<file path="src/pkg/mctc_pkg.sv">
// Shared constants for the compare/test/control microinstruction unit
package mctc_pkg;

    // Microinstruction and data widths
    localparam int RF_DEPTH = 16;
    localparam int RF_IDX_W = 4;
    localparam int AXI_AW = 8;

    // Opcode prefixes on bits 15:12 (literal forms)
    localparam logic [3:0] OPC_CMP_LIT = 4'h3;
    localparam logic [3:0] OPC_TST_LIT = 4'h5;

    // Opcode prefixes on bits 15:8
    localparam logic [7:0] OPC_MODIFY = 8'hec;
    localparam logic [7:0] OPC_CMP_B = 8'hb4;
    localparam logic [7:0] OPC_CMP_BF = 8'hb5;
    localparam logic [7:0] OPC_CMP_W = 8'hb6;
    localparam logic [7:0] OPC_CMP_WF = 8'hb7;
    localparam logic [7:0] OPC_TST_B = 8'hc4;
    localparam logic [7:0] OPC_TST_BF = 8'hc5;
    localparam logic [7:0] OPC_TST_W = 8'hc6;
    localparam logic [7:0] OPC_TST_WF = 8'hc7;
    localparam logic [7:0] OPC_CLR_IRQ = 8'h70;
    localparam logic [7:0] OPC_SET_IRQ = 8'h71;
    localparam logic [7:0] OPC_CLR_XST = 8'h74;
    localparam logic [7:0] OPC_IDLE = 8'hff;

    // Instruction bits selecting the internal interrupt flags
    localparam int SEL_TRACE = 4;
    localparam int SEL_PSW7 = 5;
    localparam int SEL_EXTTST = 7;

    // Positions in the internal interrupt flag vector
    localparam int IRQ_TRACE = 0;
    localparam int IRQ_PSW7 = 1;
    localparam int IRQ_EXTTST = 2;

    // Status bit positions: negative, zero, half carry, carry
    localparam int ST_NEG = 3;
    localparam int ST_ZRO = 2;
    localparam int ST_HC = 1;
    localparam int ST_CY = 0;

    // Condition code positions
    localparam int CC_N = 3;
    localparam int CC_Z = 2;
    localparam int CC_V = 1;
    localparam int CC_C = 0;

    // Register byte addresses
    localparam logic [AXI_AW-1:0] ADDR_STATUS = 8'h00;
    localparam logic [AXI_AW-1:0] ADDR_CTRL = 8'h04;
    localparam logic [AXI_AW-1:0] ADDR_XST = 8'h08;
    localparam logic [AXI_AW-1:0] ADDR_IBUS = 8'h0c;
    localparam logic [AXI_AW-1:0] ADDR_RF_BASE = 8'h40;
    localparam logic [1:0] RF_SEL = 2'h1;

    // Status word field positions
    localparam int SW_STAT_LSB = 0;
    localparam int SW_CC_LSB = 4;
    localparam int SW_XST_LSB = 8;
    localparam int SW_IRQ_LSB = 12;
    localparam int SW_PEND = 16;

    // Control register bits
    localparam int CTRL_EN = 0;

    // AXI responses
    localparam logic [1:0] RESP_OKAY = 2'h0;
    localparam logic [1:0] RESP_SLVERR = 2'h2;

    // Reset values
    localparam logic [3:0] RST_FLAGS = 4'h0;
    localparam logic [2:0] RST_BITS3 = 3'h0;
    localparam logic RST_EN = 1'b0;

    // Decoded operation classes
    typedef enum logic [3:0] {
        OP_NONE = 4'b0000,
        OP_MODIFY = 4'b0001,
        OP_CMP_LIT = 4'b0010,
        OP_CMP_B = 4'b0011,
        OP_CMP_W = 4'b0100,
        OP_TST_LIT = 4'b0101,
        OP_TST_B = 4'b0110,
        OP_TST_W = 4'b0111,
        OP_CLR_IRQ = 4'b1000,
        OP_SET_IRQ = 4'b1001,
        OP_CLR_XST = 4'b1010,
        OP_IDLE = 4'b1011
    } mctc_op_t;

endpackage

</file>
<file path="src/rtl/mctc_top.sv">
`timescale 1ns/1ps
// What this block does
// (RL1) Modify op ORs register pair into next word
// (RL2) Pair drives bus with next word, unchanged
// (RL3) Compare literal: A minus literal, status only
// (RL4) Compare sets sign, zero, half carry, carry
// (RL5) Compare byte: A minus B, flags form
// (RL6) Flags forms set N, Z, V, C
// (RL7) Compare word: 16-bit pairs subtracted
// (RL8) Word forms take sign, zero from 16 bits
// (RL9) Test literal: AND, sign and zero only
// (RL10) Test byte: AND, one microcycle
// (RL11) Test flags forms: N Z, V cleared
// (RL12) Test word: AND 16-bit pairs
// (RL13) Plain forms keep codes; sources untouched
// (RL14) Clear selected internal interrupt flags
// (RL15) Set selected internal interrupt flags
// (RL16) B field codes select flags, any combination
// (RL17) Clear translation state bits
// (RL18) Microprogram leaves translation bits zero
// (RL19) Idle op changes nothing, one microcycle
// (RL20) Sign and zero from one result, same cycle
module mctc_top (
    input wire logic ref_clk_i,
    input wire logic nrst_i,
    // Control store word, one per microcycle
    input wire logic [15:0] cs_word_i,
    input wire logic cs_valid_i,
    // Executed word and state
    output logic [15:0] instruction_bus_o,
    output logic exec_valid_o,
    output logic [3:0] status_bits_o,
    output logic [3:0] cond_codes_o,
    output logic [2:0] irq_flags_o,
    output logic [2:0] translation_state_bits_o,
    // AXI4-Lite slave
    input wire logic [7:0] s_axi_awaddr,
    input wire logic s_axi_awvalid,
    output logic s_axi_awready,
    input wire logic [31:0] s_axi_wdata,
    input wire logic [3:0] s_axi_wstrb,
    input wire logic s_axi_wvalid,
    output logic s_axi_wready,
    output logic [1:0] s_axi_bresp,
    output logic s_axi_bvalid,
    input wire logic s_axi_bready,
    input wire logic [7:0] s_axi_araddr,
    input wire logic s_axi_arvalid,
    output logic s_axi_arready,
    output logic [31:0] s_axi_rdata,
    output logic [1:0] s_axi_rresp,
    output logic s_axi_rvalid,
    input wire logic s_axi_rready
);

    // Whole state of the block
    typedef struct packed {
        logic [15:0][7:0] rf;   // Register file
        logic [3:0] stat;       // Sign zero half carry carry
        logic [3:0] cc;         // N Z V C
        logic [2:0] irq;        // Internal interrupt flags
        logic [2:0] xst;        // Translation state bits
        logic en;               // Execution enable
        logic mod_pend;         // Pair waits to merge
        logic [15:0] mod_word;  // Captured pair
        logic [15:0] ibus;      // Last executed word
        logic ex_vld;           // Executed pulse
        logic aw_have;          // Write address held
        logic [7:0] aw_addr;
        logic w_have;           // Write data held
        logic [31:0] wdata;
        logic [3:0] wstrb;
        logic awrdy;
        logic wrdy;
        logic bvld;
        logic [1:0] bresp;
        logic arrdy;
        logic rvld;
        logic [31:0] rdata;
        logic [1:0] rresp;
    } mctc_state_t;

    mctc_state_t q;   // Registered state
    mctc_state_t d;   // Next state

    // Datapath intermediates
    logic [15:0] word;       // Effective word after merge
    mctc_pkg::mctc_op_t op;  // Decoded class
    logic flg_form;          // Updates condition codes
    logic is_word;           // 16-bit operands
    logic [3:0] a_idx;
    logic [3:0] b_idx;
    logic [3:0] a_hi;
    logic [3:0] b_hi;
    logic [15:0] x;          // Minuend / AND operand
    logic [15:0] y;          // Subtrahend / AND operand
    logic [16:0] diff;       // Difference with borrow
    logic [4:0] nib;         // Low nibble difference
    logic [15:0] res;        // Single result for flags
    logic sgn_x;
    logic sgn_y;
    logic neg;
    logic zero;
    logic ovf;
    logic borrow;
    logic half;
    logic fire;              // A word executes now
    logic [2:0] sel;         // Selected interrupt flags
    logic [7:0] wa;
    logic [7:0] ra;

    // Decode the effective word into an operation class
    always_comb begin
        op = mctc_pkg::OP_NONE;
        flg_form = 1'b0;
        if (word[15:12] == mctc_pkg::OPC_CMP_LIT) begin
            op = mctc_pkg::OP_CMP_LIT;
        end else if (word[15:12] == mctc_pkg::OPC_TST_LIT) begin
            op = mctc_pkg::OP_TST_LIT;
        end else begin
            case (word[15:8])
                mctc_pkg::OPC_MODIFY: op = mctc_pkg::OP_MODIFY;
                mctc_pkg::OPC_CMP_B: op = mctc_pkg::OP_CMP_B;
                mctc_pkg::OPC_CMP_BF: begin
                    op = mctc_pkg::OP_CMP_B;
                    flg_form = 1'b1;
                end
                mctc_pkg::OPC_CMP_W: op = mctc_pkg::OP_CMP_W;
                mctc_pkg::OPC_CMP_WF: begin
                    op = mctc_pkg::OP_CMP_W;
                    flg_form = 1'b1;
                end
                mctc_pkg::OPC_TST_B: op = mctc_pkg::OP_TST_B;
                mctc_pkg::OPC_TST_BF: begin
                    op = mctc_pkg::OP_TST_B;
                    flg_form = 1'b1;
                end
                mctc_pkg::OPC_TST_W: op = mctc_pkg::OP_TST_W;
                mctc_pkg::OPC_TST_WF: begin
                    op = mctc_pkg::OP_TST_W;
                    flg_form = 1'b1;
                end
                mctc_pkg::OPC_CLR_IRQ: op = mctc_pkg::OP_CLR_IRQ;
                mctc_pkg::OPC_SET_IRQ: op = mctc_pkg::OP_SET_IRQ;
                mctc_pkg::OPC_CLR_XST: op = mctc_pkg::OP_CLR_XST;
                mctc_pkg::OPC_IDLE: op = mctc_pkg::OP_IDLE;
                default: op = mctc_pkg::OP_NONE;
            endcase
        end
    end

    // Operand fetch and a single shared result
    always_comb begin
        // Merge held pair with the following word [RL1] [RL2]
        word = cs_word_i | (q.mod_pend ? q.mod_word : 16'h0000);
        fire = cs_valid_i & q.en;
        a_idx = word[3:0];
        b_idx = word[7:4];
        a_hi = a_idx + 4'h1;
        b_hi = b_idx + 4'h1;
        is_word = (op == mctc_pkg::OP_CMP_W) || (op == mctc_pkg::OP_TST_W);
        x = {8'h00, q.rf[a_idx]};
        y = {8'h00, q.rf[b_idx]};
        if (is_word) begin
            // Pairs A+1:A and B+1:B [RL7] [RL12]
            x = {q.rf[a_hi], q.rf[a_idx]};
            y = {q.rf[b_hi], q.rf[b_idx]};
        end else if (op == mctc_pkg::OP_CMP_LIT ||
                     op == mctc_pkg::OP_TST_LIT) begin
            // Literal from bits 11:4 [RL3] [RL9]
            y = {8'h00, word[11:4]};
        end
        // Borrow style carries: set when the subtract underflows
        diff = {1'b0, x} - {1'b0, y};
        nib = {1'b0, x[3:0]} - {1'b0, y[3:0]};
        borrow = diff[16];
        half = nib[4];
        // One result serves sign and zero; carries come from diff and nib [RL20]
        if (op == mctc_pkg::OP_TST_LIT || op == mctc_pkg::OP_TST_B ||
            op == mctc_pkg::OP_TST_W) begin
            res = x & y;
        end else begin
            res = diff[15:0];
        end
        // Sign and zero from 16 or 8 bits [RL8]
        if (is_word) begin
            neg = res[15];
            zero = (res == 16'h0000);
            sgn_x = x[15];
            sgn_y = y[15];
        end else begin
            neg = res[7];
            zero = (res[7:0] == 8'h00);
            sgn_x = x[7];
            sgn_y = y[7];
        end
        ovf = (sgn_x != sgn_y) && (neg != sgn_x);
        // Flag select from bits 4, 5 and 7 [RL16]
        sel = '0;
        sel[mctc_pkg::IRQ_TRACE] = word[mctc_pkg::SEL_TRACE];
        sel[mctc_pkg::IRQ_PSW7] = word[mctc_pkg::SEL_PSW7];
        sel[mctc_pkg::IRQ_EXTTST] = word[mctc_pkg::SEL_EXTTST];
    end

    // Next state: execution unit and AXI slave
    always_comb begin
        d = q;
        d.ex_vld = 1'b0;
        wa = 8'h00;
        ra = 8'h00;

        // Execute one word per valid microcycle
        if (fire) begin
            d.ex_vld = 1'b1;
            d.ibus = word;
            d.mod_pend = 1'b0;
            case (op)
                mctc_pkg::OP_MODIFY: begin
                    // Capture B:A, register file untouched [RL1] [RL2]
                    d.mod_pend = 1'b1;
                    d.mod_word = {q.rf[b_idx], q.rf[a_idx]};
                end
                mctc_pkg::OP_CMP_LIT,
                mctc_pkg::OP_CMP_B,
                mctc_pkg::OP_CMP_W: begin
                    // Four status bits [RL3] [RL4] [RL5] [RL7]
                    d.stat[mctc_pkg::ST_NEG] = neg;
                    d.stat[mctc_pkg::ST_ZRO] = zero;
                    d.stat[mctc_pkg::ST_HC] = half;
                    d.stat[mctc_pkg::ST_CY] = borrow;
                    // Codes only in flags forms [RL6] [RL13]
                    if (flg_form) begin
                        d.cc[mctc_pkg::CC_N] = neg;
                        d.cc[mctc_pkg::CC_Z] = zero;
                        d.cc[mctc_pkg::CC_V] = ovf;
                        d.cc[mctc_pkg::CC_C] = borrow;
                    end
                end
                mctc_pkg::OP_TST_LIT,
                mctc_pkg::OP_TST_B,
                mctc_pkg::OP_TST_W: begin
                    // Carries kept [RL9] [RL10] [RL12]
                    d.stat[mctc_pkg::ST_NEG] = neg;
                    d.stat[mctc_pkg::ST_ZRO] = zero;
                    if (flg_form) begin
                        // C kept, V cleared [RL11] [RL13]
                        d.cc[mctc_pkg::CC_N] = neg;
                        d.cc[mctc_pkg::CC_Z] = zero;
                        d.cc[mctc_pkg::CC_V] = 1'b0;
                    end
                end
                mctc_pkg::OP_CLR_IRQ: begin
                    // Clear selected flags [RL14] [RL16]
                    d.irq = q.irq & ~sel;
                end
                mctc_pkg::OP_SET_IRQ: begin
                    // Set selected flags [RL15] [RL16]
                    d.irq = q.irq | sel;
                end
                mctc_pkg::OP_CLR_XST: begin
                    // All three bits to zero [RL17]
                    d.xst = mctc_pkg::RST_BITS3;
                end
                mctc_pkg::OP_IDLE: begin
                    // Nothing changes beyond the microcycle [RL19]
                    d.xst = q.xst;
                end
                default: begin
                    // Unknown words belong to other units
                    d.xst = q.xst;
                end
            endcase
        end

        // Write address channel
        if (s_axi_awvalid && q.awrdy) begin
            d.aw_have = 1'b1;
            d.aw_addr = s_axi_awaddr;
        end
        // Write data channel
        if (s_axi_wvalid && q.wrdy) begin
            d.w_have = 1'b1;
            d.wdata = s_axi_wdata;
            d.wstrb = s_axi_wstrb;
        end
        // Perform write once both halves are held
        if (q.aw_have && q.w_have && !q.bvld) begin
            wa = q.aw_addr;
            d.aw_have = 1'b0;
            d.w_have = 1'b0;
            d.bvld = 1'b1;
            d.bresp = mctc_pkg::RESP_OKAY;
            if (wa[7:6] == mctc_pkg::RF_SEL) begin
                // Register file byte in lane 0
                if (q.wstrb[0]) begin
                    d.rf[wa[5:2]] = q.wdata[7:0];
                end
            end else if (wa == mctc_pkg::ADDR_CTRL) begin
                if (q.wstrb[0]) begin
                    d.en = q.wdata[mctc_pkg::CTRL_EN];
                end
            end else if (wa == mctc_pkg::ADDR_XST) begin
                // Software load wins over a same-cycle clear
                if (q.wstrb[0]) begin
                    d.xst = q.wdata[2:0];
                end
            end else if (wa != mctc_pkg::ADDR_STATUS &&
                         wa != mctc_pkg::ADDR_IBUS) begin
                d.bresp = mctc_pkg::RESP_SLVERR;
            end else begin
                d.bresp = mctc_pkg::RESP_SLVERR;
            end
        end
        if (q.bvld && s_axi_bready) begin
            d.bvld = 1'b0;
        end
        d.awrdy = !d.aw_have;
        d.wrdy = !d.w_have;

        // Read channel
        if (s_axi_arvalid && q.arrdy) begin
            ra = s_axi_araddr;
            d.rvld = 1'b1;
            d.rresp = mctc_pkg::RESP_OKAY;
            d.rdata = 32'h0000_0000;
            if (ra[7:6] == mctc_pkg::RF_SEL) begin
                d.rdata[7:0] = q.rf[ra[5:2]];
            end else if (ra == mctc_pkg::ADDR_STATUS) begin
                d.rdata[mctc_pkg::SW_STAT_LSB +: 4] = q.stat;
                d.rdata[mctc_pkg::SW_CC_LSB +: 4] = q.cc;
                d.rdata[mctc_pkg::SW_XST_LSB +: 3] = q.xst;
                d.rdata[mctc_pkg::SW_IRQ_LSB +: 3] = q.irq;
                d.rdata[mctc_pkg::SW_PEND] = q.mod_pend;
            end else if (ra == mctc_pkg::ADDR_CTRL) begin
                d.rdata[mctc_pkg::CTRL_EN] = q.en;
            end else if (ra == mctc_pkg::ADDR_XST) begin
                d.rdata[2:0] = q.xst;
            end else if (ra == mctc_pkg::ADDR_IBUS) begin
                d.rdata[15:0] = q.ibus;
            end else begin
                d.rresp = mctc_pkg::RESP_SLVERR;
            end
        end
        if (q.rvld && s_axi_rready) begin
            d.rvld = 1'b0;
        end
        d.arrdy = !d.rvld;
    end

    // State register
    always_ff @(posedge ref_clk_i or negedge nrst_i) begin
        if (!nrst_i) begin
            q <= '0;
            q.stat <= mctc_pkg::RST_FLAGS;
            q.cc <= mctc_pkg::RST_FLAGS;
            q.irq <= mctc_pkg::RST_BITS3;
            q.xst <= mctc_pkg::RST_BITS3;
            q.en <= mctc_pkg::RST_EN;
            q.awrdy <= 1'b1;
            q.wrdy <= 1'b1;
            q.arrdy <= 1'b1;
        end else begin
            q <= d;
        end
    end

    // Outputs straight from state flops
    assign instruction_bus_o = q.ibus;
    assign exec_valid_o = q.ex_vld;
    assign status_bits_o = q.stat;
    assign cond_codes_o = q.cc;
    assign irq_flags_o = q.irq;
    assign translation_state_bits_o = q.xst;
    assign s_axi_awready = q.awrdy;
    assign s_axi_wready = q.wrdy;
    assign s_axi_bvalid = q.bvld;
    assign s_axi_bresp = q.bresp;
    assign s_axi_arready = q.arrdy;
    assign s_axi_rvalid = q.rvld;
    assign s_axi_rdata = q.rdata;
    assign s_axi_rresp = q.rresp;

endmodule

</file>
<file path="config.mk">
export PLATFORM = sky130hd
export DESIGN_NAME = mctc_top
export DESIGN_NICKNAME = d
export VERILOG_FILES = /design/src/pkg/mctc_pkg.sv /design/src/rtl/mctc_top.sv
export SDC_FILE = /design/constraint.sdc
export NUM_CORES = 1
export LEC_CHECK = 0
export BUFFER_PORTS_ARGS = -buffer_cell sky130_fd_sc_hd__buf_2
export CORE_MARGIN = 2
export CORE_UTILIZATION = 35
export CTS_BUF_LIST = sky130_fd_sc_hd__clkbuf_8
export CTS_CLUSTER_DIAMETER = 80
export DETAILED_ROUTE_END_ITERATION = 12
export PLACE_DENSITY = 0.56
export RECOVER_POWER = 50
export SYNTH_ARGS = -nofsm -noshare
export SYNTH_HDL_FRONTEND = slang
export SYNTH_SLANG_ARGS = --single-unit
</file>
<file path="constraint.sdc">
create_clock -name ref_clk_i -period 5.5 [get_ports ref_clk_i]
set_clock_uncertainty 0.05 [all_clocks]
set_input_delay 0.55 -clock ref_clk_i [delete_from_list [all_inputs] [get_ports ref_clk_i]]
set_output_delay 0.55 -clock ref_clk_i [all_outputs]
set_load 0.02 [all_outputs]
</file>
**Yosys cells after proc, flatten, opt, wreduce, memory -nomap -nowiden**

Cells that the tools add are included.

- Register bits: 249
- Input bits: 76
- Output and inout port bits: 72

- $add $sub $neg: 4
- Magnitude comparators: 7
- Equality and inequality tests: 36
- Muxes and demuxes: 76
- Bitwise gates (word level): 7
- Reductions and logical operators: 39

Operators with widths:

| kind | number |
|---|---|
| binary-select mux 8 bit (select 4 bit) | 5 |
| two-way mux 16 bit | 10 |
| bitwise mux 128 bit | 1 |
| equality test 8 bit, second input constant | 10 |
| two-way mux 8 bit | 8 |
| two-way mux 37 bit | 1 |
| one-hot mux 4 bit (9 select lines) | 1 |
| two-way mux 35 bit | 1 |
| demux 8 bit (select 4 bit) | 1 |
| < comparator 4 x 5 -> 1 bit, second input constant | 6 |
| two-way mux 3 bit | 9 |
| equality test 8 x 4 -> 1 bit, second input constant | 3 |
| equality test 8 x 7 -> 1 bit, second input constant | 3 |
| equality test 4 x 3 -> 1 bit, second input constant | 5 |
| two-way mux 4 bit | 5 |
| two-way mux 1 bit | 18 |
| two-way mux 9 bit | 2 |
| two-way mux 17 bit | 1 |
| subtractor 16 x 16 -> 17 bit | 1 |
| AND 16 bit | 1 |
| equality test 8 x 3 -> 1 bit, second input constant | 2 |
| logical NOT 16 bit | 1 |
| logical NOT 8 bit | 2 |
| two-way mux 2 bit | 8 |
| other kinds (30) | 64 |

**Depth between registers and ports, before layout**

Gate-level depths: netlist of the first run.

- Word-level depth: 18
- Mapped depth: 24
- Depth with buffers taken out: 21

**Worst setup path after synthesis of the first run**

No wires, ideal clock.

- Path kind: reg-to-reg
- From: reg q[120] in the netlist's numbering
- To: reg q, in the netlist cond_codes_o[1]
- Arrival: 5721 ps
- Required time: 5381 ps
- Setup slack: -340 ps
- Cell stages (with the launch flop): 24
- Buffers on the path: 6
- Period minus slack after synthesis: 5840 ps
- Path through: dfrtp_1 -> buf_4 -> a21oi_2 -> inv_1 -> buf_2 -> buf_2 -> clkbuf_1 -> ha_1 -> clkbuf_1 -> clkbuf_1 -> mux4_2 -> a211oi_1 -> a211oi_1 -> ha_1 -> inv_1 -> or3_1 -> nor3_1 -> a21oi_1 -> nor4bb_1 -> nor3_1 -> xor2_1 -> o31a_1 -> or4b_1 -> nand3_1

- Elaborated cells on any way between the ends: 68

RTL lines:

| item | RTL line | text |
|---|---|---|
| start, declared | mctc_top.sv:83 | `mctc_state_t q;` |
| two-way mux 16 bit * | mctc_top.sv:155 | `word = cs_word_i \| (q.mod_pend ? q.mod_word : 16'h0000);` |
| OR 16 bit * | mctc_top.sv:155 |  |
| via word[0] | mctc_top.sv:87 | `logic [15:0] word;` |
| adder 4 x 1 -> 4 bit | mctc_top.sv:159 | `a_hi = a_idx + 4'h1;` |
| binary-select mux 8 bit (select 4 bit) | mctc_top.sv:166 | `x = {q.rf[a_hi], q.rf[a_idx]};` |
| two-way mux 8 bit (implied by the code) | mctc_top.sv:166 |  |
| two-way mux 16 bit * | mctc_top.sv:164 | `if (is_word) begin` |
| subtractor 16 x 16 -> 17 bit or AND 16 bit (tied branches) | mctc_top.sv:174, mctc_top.sv:181 |  |
| two-way mux 16 bit | mctc_top.sv:179 | `if (op == mctc_pkg::OP_TST_LIT \|\| op == mctc_pkg::OP_TST_B \|\|` |
| two-way mux 1 bit | mctc_top.sv:186 | `if (is_word) begin` |
| != test 1 bit | mctc_top.sv:197 | `ovf = (sgn_x != sgn_y) && (neg != sgn_x);` |
| logical AND 1 bit * | mctc_top.sv:197 |  |
| two-way mux 4 bit * | mctc_top.sv:232 | `if (flg_form) begin` |
| one-hot mux 3 bit (2 select lines) * | mctc_top.sv:217 | `case (op)` |

Mark *: on every way through the listed nets, which the timed path passes. The rest lies on a longest branch. The select of a mux whose other input is x is not followed.
A chain may end at the register's enable or synchronous reset.

**Worst setup path after layout of the first run**

- From: reg q[120] in the netlist's numbering
- To: reg q, in the netlist status_bits_o[2]

- Cells in the longest elaborated chain, start to end: 15
- Elaborated cells on any way between the ends: 55

RTL lines:

| item | RTL line | text |
|---|---|---|
| two-way mux 16 bit * | mctc_top.sv:155 |  |
| OR 16 bit * | mctc_top.sv:155 |  |
| equality test 8 bit | mctc_top.sv:121 | `case (word[15:8])` |
| OR reduction 2 bit (no source line) | n/a |  |
| one-hot mux 4 bit (9 select lines) | mctc_top.sv:121 |  |
| two-way mux 4 bit | mctc_top.sv:118 | `end else if (word[15:12] == mctc_pkg::OPC_TST_LIT) begin` |
| two-way mux 4 bit | mctc_top.sv:116 | `if (word[15:12] == mctc_pkg::OPC_CMP_LIT) begin` |
| equality test 4 x 2 -> 1 bit or equality test 4 x 3 -> 1 bit (tied branches) | n/a |  |
| logical OR 1 bit | mctc_top.sv:168 | `end else if (op == mctc_pkg::OP_CMP_LIT \|\|` |
| two-way mux 8 bit | mctc_top.sv:168 |  |
| two-way mux 16 bit | mctc_top.sv:164 |  |
| subtractor 16 x 16 -> 17 bit or AND 16 bit (tied branches) | mctc_top.sv:174, mctc_top.sv:181 |  |
| two-way mux 16 bit | mctc_top.sv:179 |  |
| logical NOT 16 bit or logical NOT 8 bit (tied branches) | mctc_top.sv:188, mctc_top.sv:193 |  |
| two-way mux 1 bit | mctc_top.sv:186 |  |

Mark *: on every way between the ends. The rest lies on a longest branch, timed or not. The select of a mux whose other input is x is not followed.

==> flow_summary.yaml, run 1 <==
floorplan:
  rows: 77
  die_w_um: 217
  core_um2: 44400
  dieArea_um2: 46900
  die_y_um: 217
  start_util_pct: 35.6
  ioPinCount: 148
routing:
  wl_met2_um: 23900
  first_iter_violations: 1459
  dr_wl_met3_um: 4960
  drcViolationCount: 0
  vias: 12500
  highest_layer: "met4"
  wl_per_cell_um: 25.0
  viasPerCell: 5.91
  detail-route-antenna-nets: 0
  met1_length_um: 22100
  firstDrtPassIters: 7
  routed_wl_um: 52800
grt:
  grt_max_degree: 138
  grt_overflow_total: 0
  grt_pass1_wl_um: 79900
  grt_pass1_vias: 12400
  grt_usage_pct: 22.7
  antenna_found_initial: 1
worst_setup_path:
  cp_slowest_stage_delay_ns: 0.53
  arrival_ns: 5.69
  crit_fanout: 17
  cp_slowest_cell: "or4_1"
  cp-start-kind: "flip-flop"
  cp-end-kind: "flip-flop"
  critPathKind: "reg2reg"
  path_cells: "buf_4 > buf_4 > a21oi_4 > clkinv_1 > buf_4 > ha_2 > buf_12 > mux4_2 > nand2_1 > nand3_1 > nand3_1 > ha_1 > inv_1 > or3_1 > nor3_1 > a21oi_1 > nor4bb_1 > nor3_1 > xor2_1 > or4_1 > o31a_1 > o22ai_1"
  worstPathRequired_ns: 5.96
  crit_path_frequent_cell: "buf_4"
timing:
  fmax_ghz: 0.191
  worst_slew_pin_slew_ns: 3.78
  slew_headroom_pct: -152
  slew_violations: 84
  period_needed_ns: 5.24
  timing.hold.ws_ns: 0.120
  rsz0062_at_grt: "no"
  finalCritPeriodShare_pct: 95.2
  tns_ns: 0
  hold_viol_final: 0
  setup_viol: 0
clocking:
  worst_skew_pair.late_latency_ns: 0.58
  cts_tree: "yes"
  cts_buffers: 40
  htreeDepth: 2
  clockBufferDepth: 3
  root_buffer: "clkbuf_8"
  cts.sinks: 220
  clk_pin_slew_ns: 0.08
run:
  cap_violations: 1
synthesis:
  synth_edf_count: 0
  syn_area_um2: 15800
  async_flop_share_pct: 100
  yosys_warnings: 0
  syn_avg_cell_area_um2: 11.4
  synth_cell_type_count: 70
  synth-seq-cells: 220
  ys.flop_type: "dfrtp_1"
  netlist_instances: 1386
  ys_seq_area_share_pct: 34.8
cells_and_area:
  fill_cells: 4383
  nets: 1601
  syn_to_final_growth_pct: 12.9
  final_area_um2: 17800
  drive_gt1_share_pct: 34.4
place:
  post-dp-hpwl_um: 36400
  place_congestion: 0.894
  io_buffer_count: 103
  placed_area_um2: 17100
min_path:
  hold_class: "in2reg"
power_and_ir_drop:
  peakVddDrop_v: 0.000275
  leakage_uw: 0.00787
  p_per_area_nw_per_um2: 371
status:
  outcome: "finished, violations left"
  violations: "max-capacitance violations, max-slew violations"
## final timing paths
kind / from / to / slack [ns] / depth (start not counted)
min in group asynchronous: nrst_i / q[52] / 1.88 / 2
min reg2reg: s_axi_rdata[7] / s_axi_rdata[7] / 0.43 / 2
max reg2reg: q[120] / status_bits_o[2] / 0.26 / 22
min: s_axi_bready / s_axi_bvalid / 0.12 / 2
max: q[120] / status_bits_o[2] / 0.26 / 22
max in group asynchronous: nrst_i / q[225] / 1.34 / 2
## worst max-delay path, delay by kind of cell, from the launching register on
kind / cells / cell delay, ns
buffers and inverters: 6 / 1.01
adders and majority gates: 2 / 0.72
xor gates and xnor gates: 1 / 0.13
and+or+nand+nor: 8 / 1.83
DFF: 1 / 0.47
AOI/OAI and AO/OA: 4 / 0.65
muxes: 1 / 0.31
## kinds of logic after synthesis
| family | after synthesis | share of synthesized area (%) |
|---|---|---|
| compound gates | 241 | 10.5 |
| xor+xnor | 17 | 0.942 |
| fa+ha+maj | 35 | 2.82 |
| buf+inv | 185 | 6.29 |
| flops | 220 | 34.8 |
| mux | 366 | 35.3 |
| other cells | 1 | 0.0237 |
| simple gates | 321 | 9.31 |
## synth_stat cells, types with 6 or more instances
cell type,count,area share [%]
nand4_1,6,0.24
a211oi_1,19,0.90
mux2i_1,62,3.9
a22oi_1,15,0.71
ha_1,34,2.7
buf_2,18,0.57
buf_4,68,3.2
nand3_1,47,1.5
o31ai_1,7,0.33
dfrtp_1,217,34
a31oi_1,11,0.44
a21o_1,12,0.57
inv_1,34,0.81
and3_1,6,0.24
nor3_1,18,0.57
o21ai_0,62,2.0
mux4_2,136,19
a221oi_1,20,1.1
o211ai_1,7,0.33
xnor2_1,12,0.66
nor2_1,51,1.2
mux2_2,168,12
nor2b_1,13,0.51
nand2_1,145,3.4
nand2b_1,6,0.24
a21oi_1,31,0.98
buf_1,10,0.24
nor4_1,9,0.36
o22ai_1,7,0.28
clkbuf_1,49,1.2
## routing by layer
layer | up-vias | global-route usage, %
li1 | 5433 | -
met1 | 6375 | 31.3
met2 | 560 | 34.9
met3 | 95 | 5.56
met4 | 0 | 8.04
met5 | - | 0
## state kept, by name, indices dropped and copies added, names as in the netlist, named ones only
signal and cells:
cond_codes_o 4, s_axi_rvalid 1, s_axi_awready 1, instruction_bus_o 16, s_axi_rdata 17, s_axi_bresp 1
s_axi_bvalid 1, s_axi_arready 1, translation_state_bits_o 3, s_axi_rresp 1, exec_valid_o 1, q 165
s_axi_wready 1, status_bits_o 4
## cell type report
type | count | area, µm² | area share (%)
multi-input combinational | 997 | 9410 | 52.7
sequential | 220 | 5510 | 30.9
timing repair buffer | 194 | 1250 | 7.00
tap | 592 | 741 | 4.15
clock buffer | 51 | 702 | 3.93
inverter | 37 | 139 | 0.778
clock inverter | 16 | 96.3 | 0.540
antenna | 1 | 2.50 | 0.0140
## cell usage in the layout (no fill, tap or decap), drive strengths merged, types with 7 or more instances in the layout
cell type	instances
a21oi	39
dfrtp	217
a22oi	15
a21o	12
o31ai	7
buf	134
inv	46
nand2	145
a31oi	11
nand3	47
nor3	19
mux4	136
a221oi	20
o211ai	7
o21ai	65
conb	17
mux2i	62
nor2	51
nor2b	13
nor4	10
clkbuf	109
ha	34
a211oi	19
o22ai	7
xnor2	12
mux2	168
## report_power, final
part,internal (µW),leakage (µW),switching [µW]
Sequential,2040,0.00299,689
Clock,874,0.000454,732
Combinational,1250,0.00443,1050
Total,4160,0.00787,2470
## stage by stage
step	power [µW]	utilization, %	setup slack [ns]	std cells
4_1_cts	6650	40.3	0.125	2106
3_3_place_gp	4950	38.5	0.0849	2038
2_1_floorplan	4230	-	0.0163	1402
3_5_place_dp	5020	38.5	0.107	2038
6_report	6620	40.2	0.262	2108
5_1_grt	7010	40.2	0.00420	2108
## timing repair
action                                  4_1_cts  5_1_grt
resized for setup                             0        3
hold endpoints to repair                     81        0
setup buffers                                 0        0
endpoints found under the setup margin        0        3
hold buffers                                  1        0
Power figures use the tool's default switching activity.
==> run 2: changes to the inputs <==
CORE_UTILIZATION = 40   (was 35)
PLACE_DENSITY = 0.62   (was 0.56)
==> flow_summary.yaml, run 2 (synthesis results as in run 1) <==
clocking:
  worst_skew_pair.late_latency_ns: 0.61
  htreeDepth: 2
  cts_tree: "yes"
  clk_pin_slew_ns: 0.06
  clockBufferDepth: 3
  cts_buffers: 43
  cts.sinks: 220
  root_buffer: "clkbuf_8"
grt:
  grt_overflow_total: 0
  antenna_found_initial: 3
  busiest_layer: "met2"
  grt_pass1_wl_um: 75300
  grt_pass1_vias: 12300
  grt_max_degree: 112
  use_met3_pct: 7.48
  grt_usage_pct: 24.2
  use_met1_pct: 30.7
  gr-usage-met2_pct: 38.5
cells_and_area:
  multi_input_comb_area_um2: 9440
  largest_register: "q"
  final_cell_mix: "dfrtp_1, mux2_2, nand2_1, mux4_2, buf_4"
  layout_commonest_cell: "dfrtp_1"
  fill_cells: 3613
  syn_to_final_growth_pct: 13.7
  finalNonFillerCells: 2044
  largest_register_ffs: 165
  drive_gt1_share_pct: 35.5
  nets: 1606
  regArea_um2: 5510
floorplan:
  die_w_um: 203
  rows: 72
  ioPinCount: 148
  dieArea_um2: 41100
  start_util_pct: 40.7
  die_y_um: 203
  core_um2: 38800
routing:
  vias: 12400
  drcViolationCount: 0
  first_iter_violations: 1332
  viasPerCell: 6.09
  wl_per_cell_um: 24.2
  firstDrtPassIters: 5
  detail-route-antenna-nets: 0
  routed_wl_um: 49500
place:
  numPlacedInstances: 1955
  post-dp-hpwl_um: 35200
  io_buffer_count: 103
  place_congestion: 0.931
min_path:
  hold_class: "in2reg"
  worstHoldStart: "s_axi_bready"
power_and_ir_drop:
  peakVddDrop_v: 0.000296
  p_per_area_nw_per_um2: 381
  leakage_uw: 0.00796
run:
  cap_violations: 2
status:
  violations: "max-capacitance violations, max-slew violations"
  outcome: "finished, violations left"
timing:
  worst_slew_pin_slew_ns: 2.90
  fmax_ghz: 0.191
  setup_viol: 0
  timing.hold.ws_ns: 0.0742
  slew_violations: 154
  tns_ns: 0
  slew_headroom_pct: -93.6
  hold_viol_final: 0
  period_needed_ns: 5.24
  rsz0062_at_grt: "no"
  finalCritPeriodShare_pct: 95.2
worst_setup_path:
  arrival_ns: 5.71
  cp-start-kind: "flip-flop"
  cp-startpoint: "q[120]"
  crit-reg2reg-launch: "q[120]"
  crit_fanout: 15
  ff2ff_setup_slack_ns: 0.26
  cp-end-kind: "flip-flop"
  worstPathRequired_ns: 5.97
  critPathKind: "reg2reg"
-- run 2: cell count changes in the layout (fill, tap and decap cells not counted), moves of 2 or more --
cell and change:
bufinv_16 +4, a211oi_1 -3, a211oi_2 +3, clkinv_2 +3
inv_1 -3, nor2_1 +3, nor2_2 -3, clkbuf_8 +2
clkinvlp_4 +2
-- run 2: final cells by class --
| type | instances | share of cell area [%] |
|---|---|---|
| multi-input combinational | 997 | 52.5 |
| sequential | 220 | 30.6 |
| timing repair buffer | 196 | 7.10 |
| clock buffer | 53 | 4.06 |
| tap | 518 | 3.60 |
| clock inverter | 22 | 1.32 |
| inverter | 37 | 0.772 |
| antenna | 1 | 0.0139 |
-- run 2: metal layers --
metal	part of all wire (%)	vias up
met5	0.024	-
met3	10	134
met2	46	632
met1	40	6219
li1	-	5456
met4	4.0	2
-- run 2: stage by stage --
stage	total power (µW)	util (%)	worst slack (ns)	instance area, µm²
after CTS	6870	46.2	0.306	17900
after detailed placement	4980	43.7	0.204	17000
after floorplan	4230	-	0.0163	15900
after global placement	4900	43.7	0.258	17000
after global routing	7230	46.3	0.0318	18000
final	6860	46.3	0.261	18000
-- run 2: worst paths after layout --
path	depth (start not counted)	end
worst max-delay path	20	status_bits_o[2]
worst min-delay path	2	s_axi_bvalid
worst max register to register	20	status_bits_o[2]
worst min register to register	2	s_axi_rdata[3]
max in group asynchronous	3	translation_state_bits_o[0]
min in group asynchronous	2	q[150]
-- run 2: critical path: stages, from the launching register on --
cell and delay [ns]:
dfrtp_1 0.41, buf_4 0.20, a21oi_4 0.21, buf_12 0.18, buf_4 0.12, mux2i_1 0.06, a221oi_1 0.41, nor2_1 0.07
o21ai_0 0.58, o21ai_0 0.23, ha_1 0.32, nand2b_1 0.09, a21oi_1 0.08, or4_1 0.47, a21oi_1 0.20, nor4bb_1 0.24
nor3_1 0.10, xor2_1 0.17, or4_1 0.53, o31a_1 0.27, o22ai_1 0.12
-- run 2: repair_timing --
action                                  CTS  global route
endpoints found under the setup margin    0             3
setup buffers                             0            11
gates resized for setup                   0             8
hold endpoints to repair                 27             0
hold buffers                              1             0
-- run 2: power by group --
part	total [µW]	switching, µW	internal (µW)
Clock	1860	753	1110
Combinational	2270	1030	1240
Sequential	2730	690	2040
Total	6860	2470	4380
==> run 3: changes to the inputs <==
==> constraint.sdc (replaced) <==
create_clock -name ref_clk_i -period 5.5 [get_ports ref_clk_i]
set_clock_uncertainty 0.05 [all_clocks]
set_input_delay 0.275 -clock ref_clk_i [delete_from_list [all_inputs] [get_ports ref_clk_i]]
set_output_delay 0.275 -clock ref_clk_i [all_outputs]
set_load 0.02 [all_outputs]
==> flow_summary.yaml, run 3 (synthesis results as in run 1) <==
routing:
  routed_wl_um: 49000
  vias: 12400
  wl_per_cell_um: 24.0
  drcViolationCount: 0
  viasPerCell: 6.08
  first_iter_violations: 1385
  firstDrtPassIters: 5
  detail-route-antenna-nets: 0
status:
  violations: "max-capacitance violations, max-slew violations"
  outcome: "finished, violations left"
clocking:
  cts_tree: "yes"
  root_buffer: "clkbuf_8"
  cts.sinks: 220
  clk_pin_slew_ns: 0.06
  clockBufferDepth: 3
  htreeDepth: 2
  worst_skew_pair.late_latency_ns: 0.59
  cts_buffers: 40
place:
  numPlacedInstances: 1946
  place_congestion: 0.935
  io_buffer_count: 103
  post-dp-hpwl_um: 34800
power_and_ir_drop:
  p_per_area_nw_per_um2: 369
  leakage_uw: 0.00792
  peakVddDrop_v: 0.000280
min_path:
  hold_class: "in2reg"
worst_setup_path:
  cp_slowest_stage_delay_ns: 0.50
  cp-end-kind: "flip-flop"
  path_cells: "buf_12 > a21oi_1 > buf_4 > clkinv_1 > buf_6 > nor2_1 > buf_12 > nand3_1 > nand2_1 > a31oi_1 > nor2_1 > o21ai_0 > buf_4 > inv_1 > fa_1 > nor2b_1 > o21a_1 > o21ai_0 > a31oi_1 > xnor2_1 > o2111ai_1 > or4_1 > o31a_1 > o22ai_1"
  critPathTopFamily: "compound AO/OA/AOI/OAI gates"
  cp-start-kind: "flip-flop"
  worstPathRequired_ns: 5.94
  arrival_ns: 5.79
  cp_slowest_cell: "or4_1"
  crit_buf_inv: 7
  critPathKind: "reg2reg"
  crit_fanout: 31
cells_and_area:
  n_antenna_cell: 0
  fill_cells: 3682
  nets: 1608
  largest_register_ffs: 165
  drive_gt1_share_pct: 33.9
  layout_commonest_cell: "dfrtp_1"
  finalNonFillerCells: 2045
  syn_to_final_growth_pct: 13.3
  largest_register: "q"
  regArea_um2: 5510
  final_cell_mix: "dfrtp_1, mux2_2, nand2_1, mux4_2, buf_4"
  post-route-util_pct: 46.2
  multi_input_comb_area_um2: 9440
timing:
  hold_viol_final: 0
  setup_viol: 0
  period_needed_ns: 5.35
  finalCritPeriodShare_pct: 97.3
  fmax_ghz: 0.187
  slew_headroom_pct: -80.0
  worst_slew_pin_slew_ns: 2.70
  slew_violations: 223
grt:
  grt_overflow_total: 0
  grt_pass1_vias: 11800
  grt_usage_pct: 23.9
  grt_max_degree: 115
  antenna_found_initial: 0
  grt_pass1_wl_um: 74000
floorplan:
  core_um2: 38800
  start_util_pct: 40.7
  dieArea_um2: 41100
  rows: 72
  ioPinCount: 148
  die_w_um: 203
  die_y_um: 203
run:
  cap_violations: 2
[run 3: changes by cell type in the layout (fill, tap and decap cells not counted), sizes merged]
cell | previous run | this run
buf | 136 | 122
diode | 1 | 0
dlygate4sd3 | 1 | 20
bufinv | 5 | 2
clkbuf | 112 | 110
clkinvlp | 2 | 0
inv | 43 | 49
clkinv | 9 | 7
[run 3: tightest hold or removal path: cells and delay by family]
| kind | cells | cell delay (ns) |
|---|---|---|
| AO/OA/AOI/OAI | 2 | 0.22 |
| buffers and inverters | 1 | 0.12 |
[run 3: stage by stage]
step                hold WS (ns)  power [µW]  instance area, µm²  setup WS [ns]  setup TNS, ns
floorplan                -0.0706        4230               15900         0.0163              0
global placement           0.322        4880               16900          0.286              0
detailed placement         0.330        4950               16900          0.245              0
CTS                      0.00667        6610               17900          0.213              0
global route              0.0268        6990               17900        -0.0426        -0.0928
finish                    0.0362        6610               17900          0.149              0
[run 3: cell type report]
class                   count  area share (%)
inverters                  37           0.775
clock buffers              51            3.92
multi-input cells         997            52.7
flip-flops and latches    220            30.7
clock inverters            21           0.796
repair buffers            201            7.46
well taps                 518            3.62
[run 3: final timing paths]
check                                 from               endpoint  slack, ns  cells after the start
max reg2reg                         q[120]       status_bits_o[2]       0.15                     24
min                          cs_word_i[15]  instruction_bus_o[15]       0.04                      3
min reg2reg                s_axi_rdata[10]        s_axi_rdata[10]       0.43                      2
max in group asynchronous           nrst_i         s_axi_rdata[1]       1.52                      3
min in group asynchronous           nrst_i                 q[166]       0.97                      2
max                                 q[120]       status_bits_o[2]       0.15                     24
[run 3: where the power goes]
part	total, µW	switching, µW	internal, µW	leakage [µW]
clock	1630	699	926	0.000488
sequential	2720	686	2040	0.00299
combinational	2260	1030	1220	0.00445
total	6610	2420	4190	0.00792
[run 3: per-layer routing]
layer  vias to the layer above  track usage, %  wire length, µm
li1                       5449               -                -
met1                      6253            32.3            20000
met2                       599            37.7            22700
met3                       128            5.10             4330
met4                         0            9.28             1900
met5                         -               0                0
[run 3: repair_timing]
action	4_1_cts	5_1_grt
resized for setup	0	12
setup endpoints to repair	0	5
buffers inserted	0	6
hold endpoints to repair	124	0
hold buffers	20	0
